File: config.mk
export PLATFORM = sky130hd
export DESIGN_NAME = rsq_top
export DESIGN_NICKNAME = d
export VERILOG_FILES = /design/src/hdl/rsq_pkg.sv /design/src/hdl/rsq_tick.sv /design/src/hdl/rsq_top.sv
export VERILOG_INCLUDE_DIRS = /design/src /design/src/hdl
export SDC_FILE = /design/constraint.sdc
export NUM_CORES = 1
export LEC_CHECK = 0
export BUFFER_PORTS_ARGS = -buffer_cell sky130_fd_sc_hd__buf_4
export CAP_MARGIN = 20
export CELL_PAD_IN_SITES_DETAIL_PLACEMENT = 1
export CELL_PAD_IN_SITES_GLOBAL_PLACEMENT = 1
export CORE_MARGIN = 2
export CORE_UTILIZATION = 46
export DETAILED_ROUTE_END_ITERATION = 16
export GPL_ROUTABILITY_DRIVEN = 0
export PLACE_DENSITY_LB_ADDON = 0.1
export SYNTH_ARGS = -nofsm -noshare
export SYNTH_HDL_FRONTEND = slang
export SYNTH_SLANG_ARGS = --single-unit
File: constraint.sdc
create_clock -name clk -period 15.6 [get_ports clk]
set_input_delay 3.12 -clock clk [delete_from_list [all_inputs] [get_ports clk]]
set_output_delay 3.12 -clock clk [all_outputs]
set_load 0.02 [all_outputs]
File: src/hdl/rsq_map.svh
`ifndef RSQ_MAP_SVH
`define RSQ_MAP_SVH

// Processing clock and power-system frequency
`define RSQ_SYS_CLK_HZ   20000000
`define RSQ_LINE_HZ      60
// Clocks per power-system cycle, rounded down
`define RSQ_CYCLE_CLKS   (`RSQ_SYS_CLK_HZ / `RSQ_LINE_HZ)

// Field widths
`define RSQ_TMR_W        24
`define RSQ_SHOT_W       3
`define RSQ_TICK_W       20
`define RSQ_NUM_OI       4
`define RSQ_NUM_SHOT     5

// Reset values and limits
`define RSQ_SHOT_RST     3'h0
`define RSQ_SHOT_MAX     3'h4
`define RSQ_TMR_RST      24'h000000
`define RSQ_TICK_RST     20'h00000

`endif

File: src/hdl/rsq_pkg.sv
`include "rsq_map.svh"

package rsq_pkg;

  // Sequencer states, one-hot
  typedef enum logic [2:0] {
    RSQ_ST_RESET   = 3'b001,
    RSQ_ST_CYCLE   = 3'b010,
    RSQ_ST_LOCKOUT = 3'b100
  } rsq_state_t;

  // Sequencer state
  typedef struct packed {
    rsq_state_t                  st;
    logic [`RSQ_SHOT_W-1:0]      shot;
    logic                        ri_prev;
    logic                        seq_prev;
    logic                        closed_prev;
    logic                        armed;
    logic                        seq_pend;
    logic                        rs_use_lo;
    logic [`RSQ_TMR_W-1:0]       oi_cnt;
    logic [`RSQ_TMR_W-1:0]       rs_cnt;
    logic                        flag_rs;
    logic                        flag_cy;
    logic                        flag_lo;
    logic                        oia;
    logic                        rsa;
    logic [`RSQ_NUM_SHOT-1:0]    shot_flags;
    logic                        close_req;
  } rsq_top_t;

  // Cycle tick generator state
  typedef struct packed {
    logic [`RSQ_TICK_W-1:0] cnt;
    logic                   tick;
  } rsq_tick_t;

endpackage

File: src/hdl/rsq_tick.sv
`timescale 1ns/1ns
`default_nettype none
`include "rsq_map.svh"

module rsq_tick
  import rsq_pkg::*;
#(
  parameter int CYCLE_CLKS = `RSQ_CYCLE_CLKS
) (
  input  wire logic clk,
  input  wire logic sys_rst,
  output logic      cycle_tick
);

  rsq_tick_t q_ff;
  rsq_tick_t nxt_q;

  // Free-running divider, one pulse per power-system cycle
  always_comb begin
    nxt_q      = q_ff;
    nxt_q.tick = 1'b0;
    if (q_ff.cnt == `RSQ_TICK_W'(CYCLE_CLKS - 1)) begin
      nxt_q.cnt  = `RSQ_TICK_RST;
      nxt_q.tick = 1'b1;
    end else begin
      nxt_q.cnt = q_ff.cnt + `RSQ_TICK_W'(1);
    end
  end

  always_ff @(posedge clk or posedge sys_rst) begin
    if (sys_rst) begin
      q_ff <= '0;
    end else begin
      q_ff <= nxt_q;
    end
  end

  assign cycle_tick = q_ff.tick;

endmodule

`default_nettype wire

File: src/hdl/rsq_top.sv
//Function
//RULE1: Reset only after reset timer qualifies closure
//RULE2: Cycle-state closures timed on cycle reset time
//RULE3: Sequence coordination uses cycle reset time
//RULE4: Lockout-state closures timed on lockout reset time
//RULE5: Power-up or setting change loads lockout time
//RULE6: Both reset times independent, any order
//RULE7: Block-reset condition halts reset timing
//RULE8: Open-interval-active high only while interval times
//RULE9: Interval times in cycle, initiated, not stalled
//RULE10: Reset-timer-active high only while reset timing
//RULE11: Shot zero first interval, increments on expiry
//RULE12: Reclose shot count never exceeds last shot
//RULE13: Shot count cleared on return to reset
//RULE14: One of five shot flags matches count
//RULE15: Sequence coordination increments shot past last
//RULE16: Programmable condition inputs for all functions
//RULE17: Initiate on rising edge with supervision true
//RULE18: Rising edge without supervision goes lockout
//RULE19: Last shot counts nonzero intervals before zero
//RULE20: Defeated reclosing forces all flags low
//RULE21: Times counted in cycles, conditions per tick
`timescale 1ns/1ns
`default_nettype none
`include "rsq_map.svh"

module rsq_top
  import rsq_pkg::*;
#(
  parameter int CYCLE_CLKS = `RSQ_CYCLE_CLKS
) (
  input  wire logic                   clk,
  input  wire logic                   sys_rst,
  input  wire logic                   reclose_enable,
  input  wire logic                   settings_change,
  input  wire logic [`RSQ_TMR_W-1:0]  open_interval_first,
  input  wire logic [`RSQ_TMR_W-1:0]  open_interval_second,
  input  wire logic [`RSQ_TMR_W-1:0]  open_interval_third,
  input  wire logic [`RSQ_TMR_W-1:0]  open_interval_fourth,
  input  wire logic [`RSQ_TMR_W-1:0]  cycle_reset_time,
  input  wire logic [`RSQ_TMR_W-1:0]  lockout_reset_time,
  input  wire logic                   breaker_closed_status,
  input  wire logic                   reclose_initiate_cond,
  input  wire logic                   initiate_supervision_cond,
  input  wire logic                   drive_lockout_cond,
  input  wire logic                   drive_final_shot_cond,
  input  wire logic                   skip_shot_cond,
  input  wire logic                   stall_interval_cond,
  input  wire logic                   reset_block_cond,
  input  wire logic                   sequence_coord_cond,
  input  wire logic                   reclose_supervision_cond,
  output logic                        state_reset_flag,
  output logic                        state_cycle_flag,
  output logic                        state_lockout_flag,
  output logic                        open_interval_active,
  output logic                        reset_timer_active,
  output logic [`RSQ_NUM_SHOT-1:0]    shot_flags,
  output logic                        reclose_request
);

  rsq_top_t                q_ff;
  rsq_top_t                nxt_q;
  logic                    cycle_tick;
  logic [`RSQ_TMR_W-1:0]   oi_set [`RSQ_NUM_OI];
  logic [`RSQ_NUM_OI-1:0]  oi_run;
  logic [`RSQ_SHOT_W-1:0]  last_shot;
  logic                    defeated;

  // One tick per power-system cycle
  rsq_tick #(
    .CYCLE_CLKS (CYCLE_CLKS)
  ) u_tick (
    .clk        (clk),
    .sys_rst    (sys_rst),
    .cycle_tick (cycle_tick)
  ); // RULE21

  assign oi_set[0] = open_interval_first;
  assign oi_set[1] = open_interval_second;
  assign oi_set[2] = open_interval_third;
  assign oi_set[3] = open_interval_fourth;

  // Run of nonzero intervals starting at the first
  genvar gi;
  generate
    for (gi = 0; gi < `RSQ_NUM_OI; gi++) begin : g_oi
      if (gi == 0) begin : g_first
        assign oi_run[gi] = (oi_set[gi] != `RSQ_TMR_RST);
      end else begin : g_rest
        assign oi_run[gi] = oi_run[gi-1] & (oi_set[gi] != `RSQ_TMR_RST);
      end
    end
  endgenerate

  // Last shot is the length of that run
  // A zero setting ends the run, so any later
  // nonzero interval is simply never used
  always_comb begin
    last_shot = `RSQ_SHOT_RST;
    for (int i = 0; i < `RSQ_NUM_OI; i++) begin
      last_shot = last_shot + `RSQ_SHOT_W'(oi_run[i]); // RULE19
    end
  end

  // Defeated when disabled or first interval zero
  // Defeat only masks the flags; the internal state
  // still parks in lockout underneath
  assign defeated = ~reclose_enable | ~oi_run[0];

  // Enter lockout, dropping any interval in progress
  // Reset timing restarts on the lockout duration so a
  // manual close is qualified with that time
  function automatic rsq_top_t go_lockout(input rsq_top_t s);
    rsq_top_t r;
    r           = s;
    r.st        = RSQ_ST_LOCKOUT;
    r.armed     = 1'b0;
    r.oi_cnt    = `RSQ_TMR_RST;
    r.rs_cnt    = `RSQ_TMR_RST;
    r.rs_use_lo = 1'b1;
    return r;
  endfunction

  // Sequencer next state, evaluated once per tick
  always_comb begin
    logic                    ri_rise;
    logic                    seq_rise;
    logic                    opened;
    logic                    timing;
    logic                    rs_run;
    logic [`RSQ_TMR_W-1:0]   oi_time;
    logic [`RSQ_TMR_W-1:0]   rs_dur;
    ri_rise   = 1'b0;
    seq_rise  = 1'b0;
    opened    = 1'b0;
    timing    = 1'b0;
    rs_run    = 1'b0;
    oi_time   = `RSQ_TMR_RST;
    rs_dur    = `RSQ_TMR_RST;
    nxt_q           = q_ff;
    nxt_q.close_req = 1'b0;
    if (cycle_tick) begin
      // Edge detection on sampled conditions
      // Edges are tick to tick, so a pulse shorter
      // than one tick period can be missed
      ri_rise  = reclose_initiate_cond & ~q_ff.ri_prev; // RULE17
      seq_rise = sequence_coord_cond & ~q_ff.seq_prev;
      opened   = q_ff.closed_prev & ~breaker_closed_status;
      nxt_q.ri_prev     = reclose_initiate_cond; // RULE21
      nxt_q.seq_prev    = sequence_coord_cond;
      nxt_q.closed_prev = breaker_closed_status;

      // Interval for the current shot, none at shot four
      // Shot four arises when last shot is four, or from coordination steps
      if (q_ff.shot < `RSQ_SHOT_W'(`RSQ_NUM_OI)) begin
        oi_time = oi_set[q_ff.shot[1:0]]; // RULE11
      end

      // Open interval timing
      // Stall freezes the count rather than clearing it,
      // so timing resumes where it left off
      timing = (q_ff.st == RSQ_ST_CYCLE) & q_ff.armed & ~stall_interval_cond; // RULE9
      if (timing) begin
        if (q_ff.oi_cnt + `RSQ_TMR_W'(1) >= oi_time) begin
          nxt_q.oi_cnt    = `RSQ_TMR_RST;
          nxt_q.armed     = 1'b0;
          nxt_q.close_req = reclose_supervision_cond; // RULE16
          if (q_ff.shot < last_shot) begin
            nxt_q.shot = q_ff.shot + `RSQ_SHOT_W'(1); // RULE11 RULE12
          end
        end else begin
          nxt_q.oi_cnt = q_ff.oi_cnt + `RSQ_TMR_W'(1);
        end
      end

      // Reset timer qualifies a closed breaker
      // In reset the timer still runs after a coordination
      // step or a setting change, to bring the shot home
      rs_run = breaker_closed_status & ~reset_block_cond
               & ((q_ff.st != RSQ_ST_RESET) | q_ff.seq_pend
                  | q_ff.rs_use_lo); // RULE1 RULE7
      if (q_ff.st == RSQ_ST_LOCKOUT || (q_ff.rs_use_lo && !q_ff.seq_pend)) begin
        rs_dur = lockout_reset_time; // RULE4 RULE5 RULE6
      end else begin
        rs_dur = cycle_reset_time; // RULE2 RULE3
      end
      if (rs_run) begin
        if (q_ff.rs_cnt + `RSQ_TMR_W'(1) >= rs_dur) begin
          nxt_q.st        = RSQ_ST_RESET; // RULE1
          nxt_q.shot      = `RSQ_SHOT_RST; // RULE13
          nxt_q.seq_pend  = 1'b0;
          nxt_q.rs_use_lo = 1'b0;
          nxt_q.rs_cnt    = `RSQ_TMR_RST;
          nxt_q.armed     = 1'b0;
        end else begin
          nxt_q.rs_cnt = q_ff.rs_cnt + `RSQ_TMR_W'(1);
        end
      end else begin
        nxt_q.rs_cnt = `RSQ_TMR_RST;
      end

      // Sequence coordination advances the shot
      // Only taken in reset; the count may pass last shot
      if (seq_rise && q_ff.st == RSQ_ST_RESET) begin
        if (q_ff.shot < `RSQ_SHOT_MAX) begin
          nxt_q.shot = q_ff.shot + `RSQ_SHOT_W'(1); // RULE15
        end
        nxt_q.seq_pend = 1'b1;
        nxt_q.rs_cnt   = `RSQ_TMR_RST; // RULE3
      end

      // Reclose initiation
      if (ri_rise && q_ff.st != RSQ_ST_LOCKOUT) begin
        if (!initiate_supervision_cond || q_ff.shot >= last_shot) begin
          nxt_q = go_lockout(nxt_q); // RULE18
        end else begin
          nxt_q.st        = RSQ_ST_CYCLE;
          nxt_q.armed     = 1'b1; // RULE17
          nxt_q.oi_cnt    = `RSQ_TMR_RST;
          nxt_q.rs_cnt    = `RSQ_TMR_RST;
          nxt_q.rs_use_lo = 1'b0;
          nxt_q.seq_pend  = 1'b0;
          if (skip_shot_cond) begin
            nxt_q.shot = q_ff.shot + `RSQ_SHOT_W'(1);
          end
        end
      end else if (opened && q_ff.st == RSQ_ST_RESET) begin
        // Breaker opened with no initiation
        nxt_q = go_lockout(nxt_q);
      end

      // Drive to last shot
      // Never lowers a shot already at or past last shot
      if (drive_final_shot_cond && nxt_q.shot < last_shot) begin
        nxt_q.shot = last_shot;
      end

      // No shot left while an interval is pending and breaker open
      // Skip or drive-to-last can land here with breaker open
      if (nxt_q.st == RSQ_ST_CYCLE && nxt_q.armed && nxt_q.shot >= last_shot
          && !breaker_closed_status) begin
        nxt_q = go_lockout(nxt_q);
      end

      // Drive to lockout
      if (drive_lockout_cond) begin
        nxt_q = go_lockout(nxt_q);
      end

      // Setting change: last shot and lockout reset time
      // Applied late in the tick so it wins over any
      // shot movement decided above
      if (settings_change) begin
        nxt_q.shot      = last_shot;
        nxt_q.rs_use_lo = 1'b1; // RULE5
        nxt_q.rs_cnt    = `RSQ_TMR_RST;
      end

      // Defeated sequencer parks in lockout
      if (defeated) begin
        nxt_q = go_lockout(nxt_q);
        nxt_q.close_req = 1'b0;
      end

      // Registered status flags
      // Taken from the next state so every output
      // comes straight from a flip-flop
      nxt_q.flag_rs = (nxt_q.st == RSQ_ST_RESET) & ~defeated; // RULE20
      nxt_q.flag_cy = (nxt_q.st == RSQ_ST_CYCLE) & ~defeated;
      nxt_q.flag_lo = (nxt_q.st == RSQ_ST_LOCKOUT) & ~defeated;
      nxt_q.oia     = (nxt_q.st == RSQ_ST_CYCLE) & nxt_q.armed
                      & ~stall_interval_cond; // RULE8
      nxt_q.rsa     = breaker_closed_status & ~reset_block_cond & ~defeated
                      & ((nxt_q.st != RSQ_ST_RESET) | nxt_q.seq_pend
                         | nxt_q.rs_use_lo); // RULE10
      for (int i = 0; i < `RSQ_NUM_SHOT; i++) begin
        nxt_q.shot_flags[i] = ~defeated
                              & (nxt_q.shot == `RSQ_SHOT_W'(i)); // RULE14 RULE20
      end
    end
  end

  // Power-up lands in lockout with lockout reset time armed
  // A closed breaker then reaches reset after the lockout
  // reset time, as after a manual close
  always_ff @(posedge clk or posedge sys_rst) begin
    if (sys_rst) begin
      q_ff           <= '0;
      q_ff.st        <= RSQ_ST_LOCKOUT;
      q_ff.rs_use_lo <= 1'b1; // RULE5
      q_ff.shot      <= `RSQ_SHOT_RST;
    end else begin
      q_ff <= nxt_q;
    end
  end

  // Outputs straight from the state register
  assign state_reset_flag     = q_ff.flag_rs;
  assign state_cycle_flag     = q_ff.flag_cy;
  assign state_lockout_flag   = q_ff.flag_lo;
  assign open_interval_active = q_ff.oia;
  assign reset_timer_active   = q_ff.rsa;
  assign shot_flags           = q_ff.shot_flags;
  assign reclose_request      = q_ff.close_req;

endmodule

`default_nettype wire

; After elaboration in Yosys (flattened, before gate mapping)
; Cells that the tools add are included.
[classes]
reduce_logical = 19
magnitude_cmp = 8
bitwise_logic = 36
n_mux = 44
n_eq_ne = 16
addsub = 7
[op_table]
columns = op, count
row1 = $mux W71, 7
row2 = $mux W24, 12
row3 = $reduce_bool A24 Y1, 4
row4 = $mux W51, 1
row5 = $add A24 B1 Y24 const B, 2
row6 = $bmux W24 S2, 1
row7 = $ge A24 B24 Y1, 2
row8 = $mux W3, 11
row9 = $and A1 B1 Y1, 22
row10 = $add A20 B1 Y20 const B, 1
row11 = $eq A20 B19 Y1 const B, 1
row12 = $mux W20, 1
row13 = $mux W6, 3
row14 = $eq A3 B2 Y1 const B, 5
row15 = $eq A3 B1 Y1 const B, 3
row16 = $eq A3 B3 Y1 const B, 3
row17 = $logic_and A1 B1 Y1, 8
row18 = $mux W1, 8
row19 = $not A1 Y1, 8
row20 = $ne A7 B7 Y1 const B, 1
row21 = $ge A3 B3 Y1, 2
row22 = $lt A3 B3 Y1, 2
row23 = $ne A3 B1 Y1 const B, 2
row24 = $or A1 B1 Y1, 5
row25 = 12 further kinds, 15
[word_totals]
wordCells = 149
output_inout_bits = 11
input_bits = 158
ff_bits = 92

; Longest topological paths before layout
[depth]
ltp_word = 33
mapped_depth = 35
mapped_depth_nobuf = 33

; Hierarchy
; A second synthesis with hierarchy kept.
[unflattened]
hier_cells = 857
hier_area_um2 = 7806.2
[modules_own_cells]
columns = module, instances, cells_each, seq_area_each_um2, area_each_um2
row1 = rsq_top, 1, 759, 1779.2, 6777.8
row2 = rsq_tick, 1, 98, 525.5, 1028.5

; Least setup slack after synthesis
; Ideal clock, no wire load.
[synth_timing]
path_kind = input port to flip-flop
start = input port open_interval_third[18]
end = register q_ff[40] in the netlist's numbering
path_buffers = 1
path_slack_ns = 6.598
required_time_ns = 15.520
setup_time_ns = 0.080
t_arrival_ns = 8.922
path_stages = 32
cell_sequence = nor4_1 -> nand4_1 -> nor2_1 -> a31oi_1 -> nor2_1 -> nor2_1 -> ha_1 -> ha_1 -> inv_1 -> ha_1 -> and3b_1 -> a311oi_2 -> and2_1 -> o21ai_2 -> a211oi_1 -> a31oi_1 -> nor2_1 -> ha_1 -> inv_1 -> a31oi_1 -> a41oi_1 -> a21bo_2 -> mux2i_1 -> ha_1 -> nand2b_1 -> or2_2 -> a2111oi_0 -> a31oi_4 -> a31oi_4 -> buf_6 -> nand3_4 -> o22ai_2
[synth_via]
elab_chain_len = 27
[synth_rtl]
columns = element, line_no
row1 = from (decl), rsq_top.sv:38  ; input wire logic [`RSQ_TMR_W-1:0] open_interval_third,
row2 = $reduce_bool A24 Y1 (no source line) or $bmux W24 S2 (tied branches), n/a
row3 = $and A1 B1 Y1 or $mux W24 (tied branches), "rsq_top.sv:90, rsq_top.sv:156"
row4 = "$add A2 B1 Y3, or another cell as far along", rsq_top.sv:101  ; last_shot = last_shot + `RSQ_SHOT_W'(oi_run[i]);
row5 = $add A3 B1 Y3 or $mux W24 (tied branches), "rsq_top.sv:101, rsq_top.sv:155"
row6 = $lt A3 B3 Y1 or $mux W24 (tied branches), "rsq_top.sv:168, rsq_top.sv:142"
row7 = $mux W3 or $ge A24 B24 Y1 (tied branches), "rsq_top.sv:168, rsq_top.sv:164"
row8 = $mux W3, rsq_top.sv:164  ; if (q_ff.oi_cnt + `RSQ_TMR_W'(1) >= oi_time) begin
row9 = $mux W3, rsq_top.sv:163  ; if (timing) begin
row10 = [... 11 more ...], n/a
row11 = $mux W3, rsq_top.sv:142  ; if (cycle_tick) begin
row12 = $ge A3 B3 Y1, rsq_top.sv:240  ; if (nxt_q.st == RSQ_ST_CYCLE && nxt_q.armed && nxt_q.shot >= last_shot
row13 = $logic_and A1 B1 Y1, rsq_top.sv:240
row14 = $logic_and A1 B1 Y1, rsq_top.sv:241  ; && !breaker_closed_status) begin
row15 = $mux W71, rsq_top.sv:240
row16 = $mux W71, rsq_top.sv:246  ; if (drive_lockout_cond) begin
row17 = $mux W71, rsq_top.sv:260  ; if (defeated) begin
row18 = $mux W71, rsq_top.sv:142
row19 = to (signal assigned), rsq_top.sv:293  ; q_ff <= nxt_q;
row20 = to (decl), rsq_top.sv:61  ; rsq_top_t q_ff;
; Parallel ways exist; a longest one is shown, timed or not. The select of a mux whose other input is x is not followed.
; A chain may end at the register's enable or synchronous reset.

; Worst setup path after layout
[layout_timing]
start = input port open_interval_second[13]
end = register q_ff[46] in the netlist's numbering
[layout_via]
elab_chain_len = 28
[layout_rtl]
columns = element, line_no
row1 = from (decl), rsq_top.sv:37  ; input wire logic [`RSQ_TMR_W-1:0] open_interval_second,
row2 = $reduce_bool A24 Y1 (no source line), n/a
row3 = $and A1 B1 Y1, rsq_top.sv:90  ; assign oi_run[gi] = oi_run[gi-1] & (oi_set[gi] != `RSQ_TMR_RST);
row4 = $add A1 B1 Y2 or $and A1 B1 Y1 (tied branches), "rsq_top.sv:101, rsq_top.sv:90"
row5 = $add A2 B1 Y3 or $and A1 B1 Y1 (tied branches), "rsq_top.sv:101, rsq_top.sv:90"
row6 = $add A3 B1 Y3, rsq_top.sv:101
row7 = $lt A3 B3 Y1, rsq_top.sv:168  ; if (q_ff.shot < last_shot) begin
row8 = $mux W3, rsq_top.sv:168
row9 = $mux W3, rsq_top.sv:164
row10 = [... 12 more ...], n/a
row11 = $mux W3, rsq_top.sv:142
row12 = $ge A3 B3 Y1, rsq_top.sv:240
row13 = $logic_and A1 B1 Y1, rsq_top.sv:240
row14 = $logic_and A1 B1 Y1, rsq_top.sv:241
row15 = $mux W71, rsq_top.sv:240
row16 = $mux W71, rsq_top.sv:246
row17 = $mux W71, rsq_top.sv:260
row18 = $mux W71, rsq_top.sv:142
; Parallel ways exist; a longest one is shown, timed or not. The select of a mux whose other input is x is not followed.

==> impl_metrics.tcl <==
set metrics [dict create \
    worst_slew_pin_slew_ns 1.00 \
    worst-endpoint-arrival_ns 10.49 \
    cp.required_ns 15.87 \
    drcViolationCount 0 \
    tmin_final_ns 10.21 \
    power.density_mw_per_mm2 55.7 \
    post_synth.cell_area_avg_um2 9.50 \
    r2r_end "q_ff[46]" \
    die_y_um 134 \
    post_synth_inst_count 823 \
    grt_start_max_net_pins 51 \
    critical_path.reg2reg.startpoint "q_ff[35]" \
    synthSimpleGateAreaFrac_pct 20.7 \
    detailedRoute.firstPassIterationCount 5 \
    ctsRootBufferMaster "sky130_fd_sc_hd__clkbuf_16" \
    max_cap_viols 0 \
    totalNegativeSetupSlack_ns 0 \
    synth_largest_type_area_fraction_pct 28.8 \
    initial_utilization_pct 47.2 \
    chipWidth_um 134 \
    rsz0062_at_grt "false" \
    mostFrequentLayoutCell "sky130_fd_sc_hd__buf_4" \
    min_period_over_period_pct 65.5 \
    synth_top_family_by_area "simple AND/OR/NAND/NOR gates" \
    signed_area_change_from_the_synthesized_netlist_to_the_final_layout_pct 22.0 \
    power.static_leakage_uw 0.00451 \
    grtUsageMet3_pct 4.23 \
    via_count_of_the_routed_design 7282 \
    synth_compound_area_share_pct 18.4 \
    cell_rows 47 \
    finalClockSkew_ns 0.00883 \
    timing.critical_path.from_type "input port" \
    combPwrFrac_pct 13.0 \
    detail_route.vias_per_cell 6.08 \
    timing.final.hold_violations 0 \
    wire_per_inst_um 20.7 \
    max_stage_delay_ns 0.74 \
    cts.repair.resized 0 \
    synth_seq_cells 92 \
    run_status "finished clean" \
    ant_nets 0 \
    global_route.peak_usage_layer "met2" \
    die_area_mm2 0.0181 \
    cts_buffer_depth 2 \
    clkSinkCount 92 \
    drt_wl_total_um 24800 \
    synthArstFlopShare_pct 100 \
    worst_reg2reg_setup_slack_ns 6.74 \
    finish.net_count 1191 \
    global_route.usage.met1_pct 35.2 \
    reg2regPathDepth 33 \
    largest_fanout_of_any_net_on_the_critical_path 18 \
    swShare_pct 26.6 \
    postSynthNetCount 1041 \
    finish.cell_count_without_fillers 1198 \
    post_layout_power_uw 531 \
    grt_first_pass_wirelength_um 40400 \
    internal_power_uw 390 \
    synth-xor-area-share_pct 6.61 \
    net_sw_power_uw 141 \
    cp_common_cell "sky130_fd_sc_hd__ha_1" \
    timing.max_slew.rel_slack_pct 33.1 \
    hold_slack_ns 0.489 \
    timing.final.setup_violations 0 \
    hold_depth 1 \
    worstSkewPairLatency_ns 0.36 \
    final_util_pct 57.6 \
    clk_pin_slew_ns 0.08 \
    port_buffers 168 \
    cts_tree "yes" \
    holdCritStartpoint "state_lockout_flag" \
    core_mm2 0.0166 \
    grt_use_total_pct 28.1 \
    antenna_found_initial 0 \
    global_route.usage.met2_pct 49.5 \
    postCtsHoldBufs 0 \
    yosys-top-cells-area "sky130_fd_sc_hd__dfrtp_1 29%, sky130_fd_sc_hd__ha_1 9.6%, sky130_fd_sc_hd__mux4_2 6.9%" \
    share_clk_of_total_power_pct 41.9 \
    ys_warn_count 0 \
    leading_register_cell_type_out_of_synthesis "sky130_fd_sc_hd__dfrtp_1" \
    max_freq_mhz 97.9 \
    dp.final_hpwl_um 19500 \
    insertedDiodeCount 0 \
    worst_hold_path.endpoint "state_lockout_flag" \
    synth_enable_flop_cells 0 \
    layout.cells.most_common_list "174 x sky130_fd_sc_hd__buf_4, 90 x sky130_fd_sc_hd__dfrtp_1, 66 x sky130_fd_sc_hd__nand2_1, 60 x sky130_fd_sc_hd__ha_1, 57 x sky130_fd_sc_hd__nor2_1" \
    post-place-cells 1181 \
    ys_seq_area_share_pct 29.5 \
    num_io_pins 169 \
    post_cts_buffers 0 \
    worst_ir_drop_vdd_mv 0.0663 \
    post_route_cells_drive_above_1_share_pct 27.1 \
    end_kind "register" \
    via_count_of_the_first_global_routing_pass 7929 \
    layout.filler_cells 1936 \
    cts_max_level 3 \
    share_seq_of_total_power_pct 45.2 \
    worst_path_max_delay_cell "sky130_fd_sc_hd__a2111oi_0" \
    post_synth_num_cell_types 83 \
    worstSetupPathType "input port to register" \
    hold_path.class "register to register" \
    drt_first_iter_violations 317 \
    synth.mux.area_fraction_pct 11.5 \
    post_synth_instance_area_mm2 0.00782 \
    post_synth_fa_ha_maj_area_fraction_pct 9.74 \
    gr-total-overflow 0 \
    cell_type_with_the_largest_total_area_after_synthesis "sky130_fd_sc_hd__dfrtp_1" \
    timing.final.max_slew_violations 0 \
    cts_inserted_buffers 9 \
]
## power groups by stage
stage	Clock, uW	Sequential, uW	Combinational (uW)
after floorplan	0	245	24.7
after global placement	0	245	65.8
after detailed placement	0	245	68.7
after CTS	228	240	68.9
after global routing	235	240	74.7
final	222	240	69.0
## metrics by stage
stage               area (um^2)  setup WS, ns
global placement           9250          5.70
finish                     9540          5.39
detailed placement         9250          5.25
floorplan                  7820          6.60
global route               9540          4.89
CTS                        9540          5.54
## metal layers
layer	vias to the layer above	routed length, um
met5	-	0
met1	3690	10600
met3	51	768
li1	3374	-
met2	167	12900
met4	0	584
## layout make-up
class,instances,area [um^2],area share [%]
tap,220,275,2.88
clock buffer,9,225,2.36
multi-input combinational,665,5250,55.0
clock inverter,7,67.6,0.708
sequential,92,2300,24.1
inverter,30,114,1.19
timing repair buffer,175,1310,13.7
## worst max-delay path by stage
| stage | endpoint | from | slack, ns |
|---|---|---|---|
| after floorplan | q_ff[40] | open_interval_third[18] | 6.60 |
| after global placement | q_ff[39] | open_interval_second[13] | 5.70 |
| after detailed placement | q_ff[46] | open_interval_second[13] | 5.25 |
| after CTS | q_ff[48] | open_interval_second[13] | 5.54 |
| after global routing | q_ff[39] | open_interval_third[12] | 4.89 |
| final | q_ff[46] | open_interval_second[13] | 5.39 |
## cell families (layout without fill, tap and decap cells)
group | after synthesis | after routing
AO/OA/AOI/OAI | 181 | 181
XOR/XNOR | 59 | 59
adder cells (fa/ha/maj) | 61 | 61
buffers and inverters | 66 | 221
flip-flops | 92 | 92
multiplexers | 59 | 59
AND/OR/NAND/NOR | 305 | 305
## flip-flops by register name, indices dropped and copies added (netlist names)
signal	flops
open_interval_active	1
u_tick.q_ff	20
u_tick.cycle_tick	1
q_ff	60
shot_flags	5
state_lockout_flag	1
reset_timer_active	1
state_reset_flag	1
state_cycle_flag	1
reclose_request	1
## Yosys cell counts (5+ instances only)
| cell | number |
|---|---|
| sky130_fd_sc_hd__mux2i_1 | 31 |
| sky130_fd_sc_hd__or2_2 | 5 |
| sky130_fd_sc_hd__mux4_2 | 24 |
| sky130_fd_sc_hd__nor4_1 | 29 |
| sky130_fd_sc_hd__nand4_1 | 16 |
| sky130_fd_sc_hd__o22ai_2 | 5 |
| sky130_fd_sc_hd__ha_1 | 60 |
| sky130_fd_sc_hd__dfrtp_1 | 90 |
| sky130_fd_sc_hd__nor2b_1 | 8 |
| sky130_fd_sc_hd__a21o_1 | 5 |
| sky130_fd_sc_hd__nand2_1 | 66 |
| sky130_fd_sc_hd__nor3_1 | 7 |
| sky130_fd_sc_hd__inv_1 | 30 |
| sky130_fd_sc_hd__a22o_1 | 34 |
| sky130_fd_sc_hd__xnor2_1 | 33 |
| sky130_fd_sc_hd__xor2_1 | 26 |
| sky130_fd_sc_hd__nor2_1 | 57 |
| sky130_fd_sc_hd__clkbuf_1 | 22 |
| sky130_fd_sc_hd__nand3_1 | 35 |
| sky130_fd_sc_hd__buf_4 | 5 |
| sky130_fd_sc_hd__o21ai_0 | 20 |
| sky130_fd_sc_hd__a31oi_1 | 13 |
| sky130_fd_sc_hd__a21oi_1 | 46 |
| sky130_fd_sc_hd__nand2b_1 | 33 |
| sky130_fd_sc_hd__and3_1 | 20 |
## critical path: cells and delay by family
| family | cells | cell delay (ns) |
|---|---|---|
| and+or+nand+nor | 10 | 2.21 |
| buffers and inverters | 3 | 0.39 |
| adders and majority gates | 5 | 1.35 |
| AOI/OAI and AO/OA | 12 | 3.24 |
| muxes | 1 | 0.13 |
Note: power is estimated with default switching activity, not from simulation.
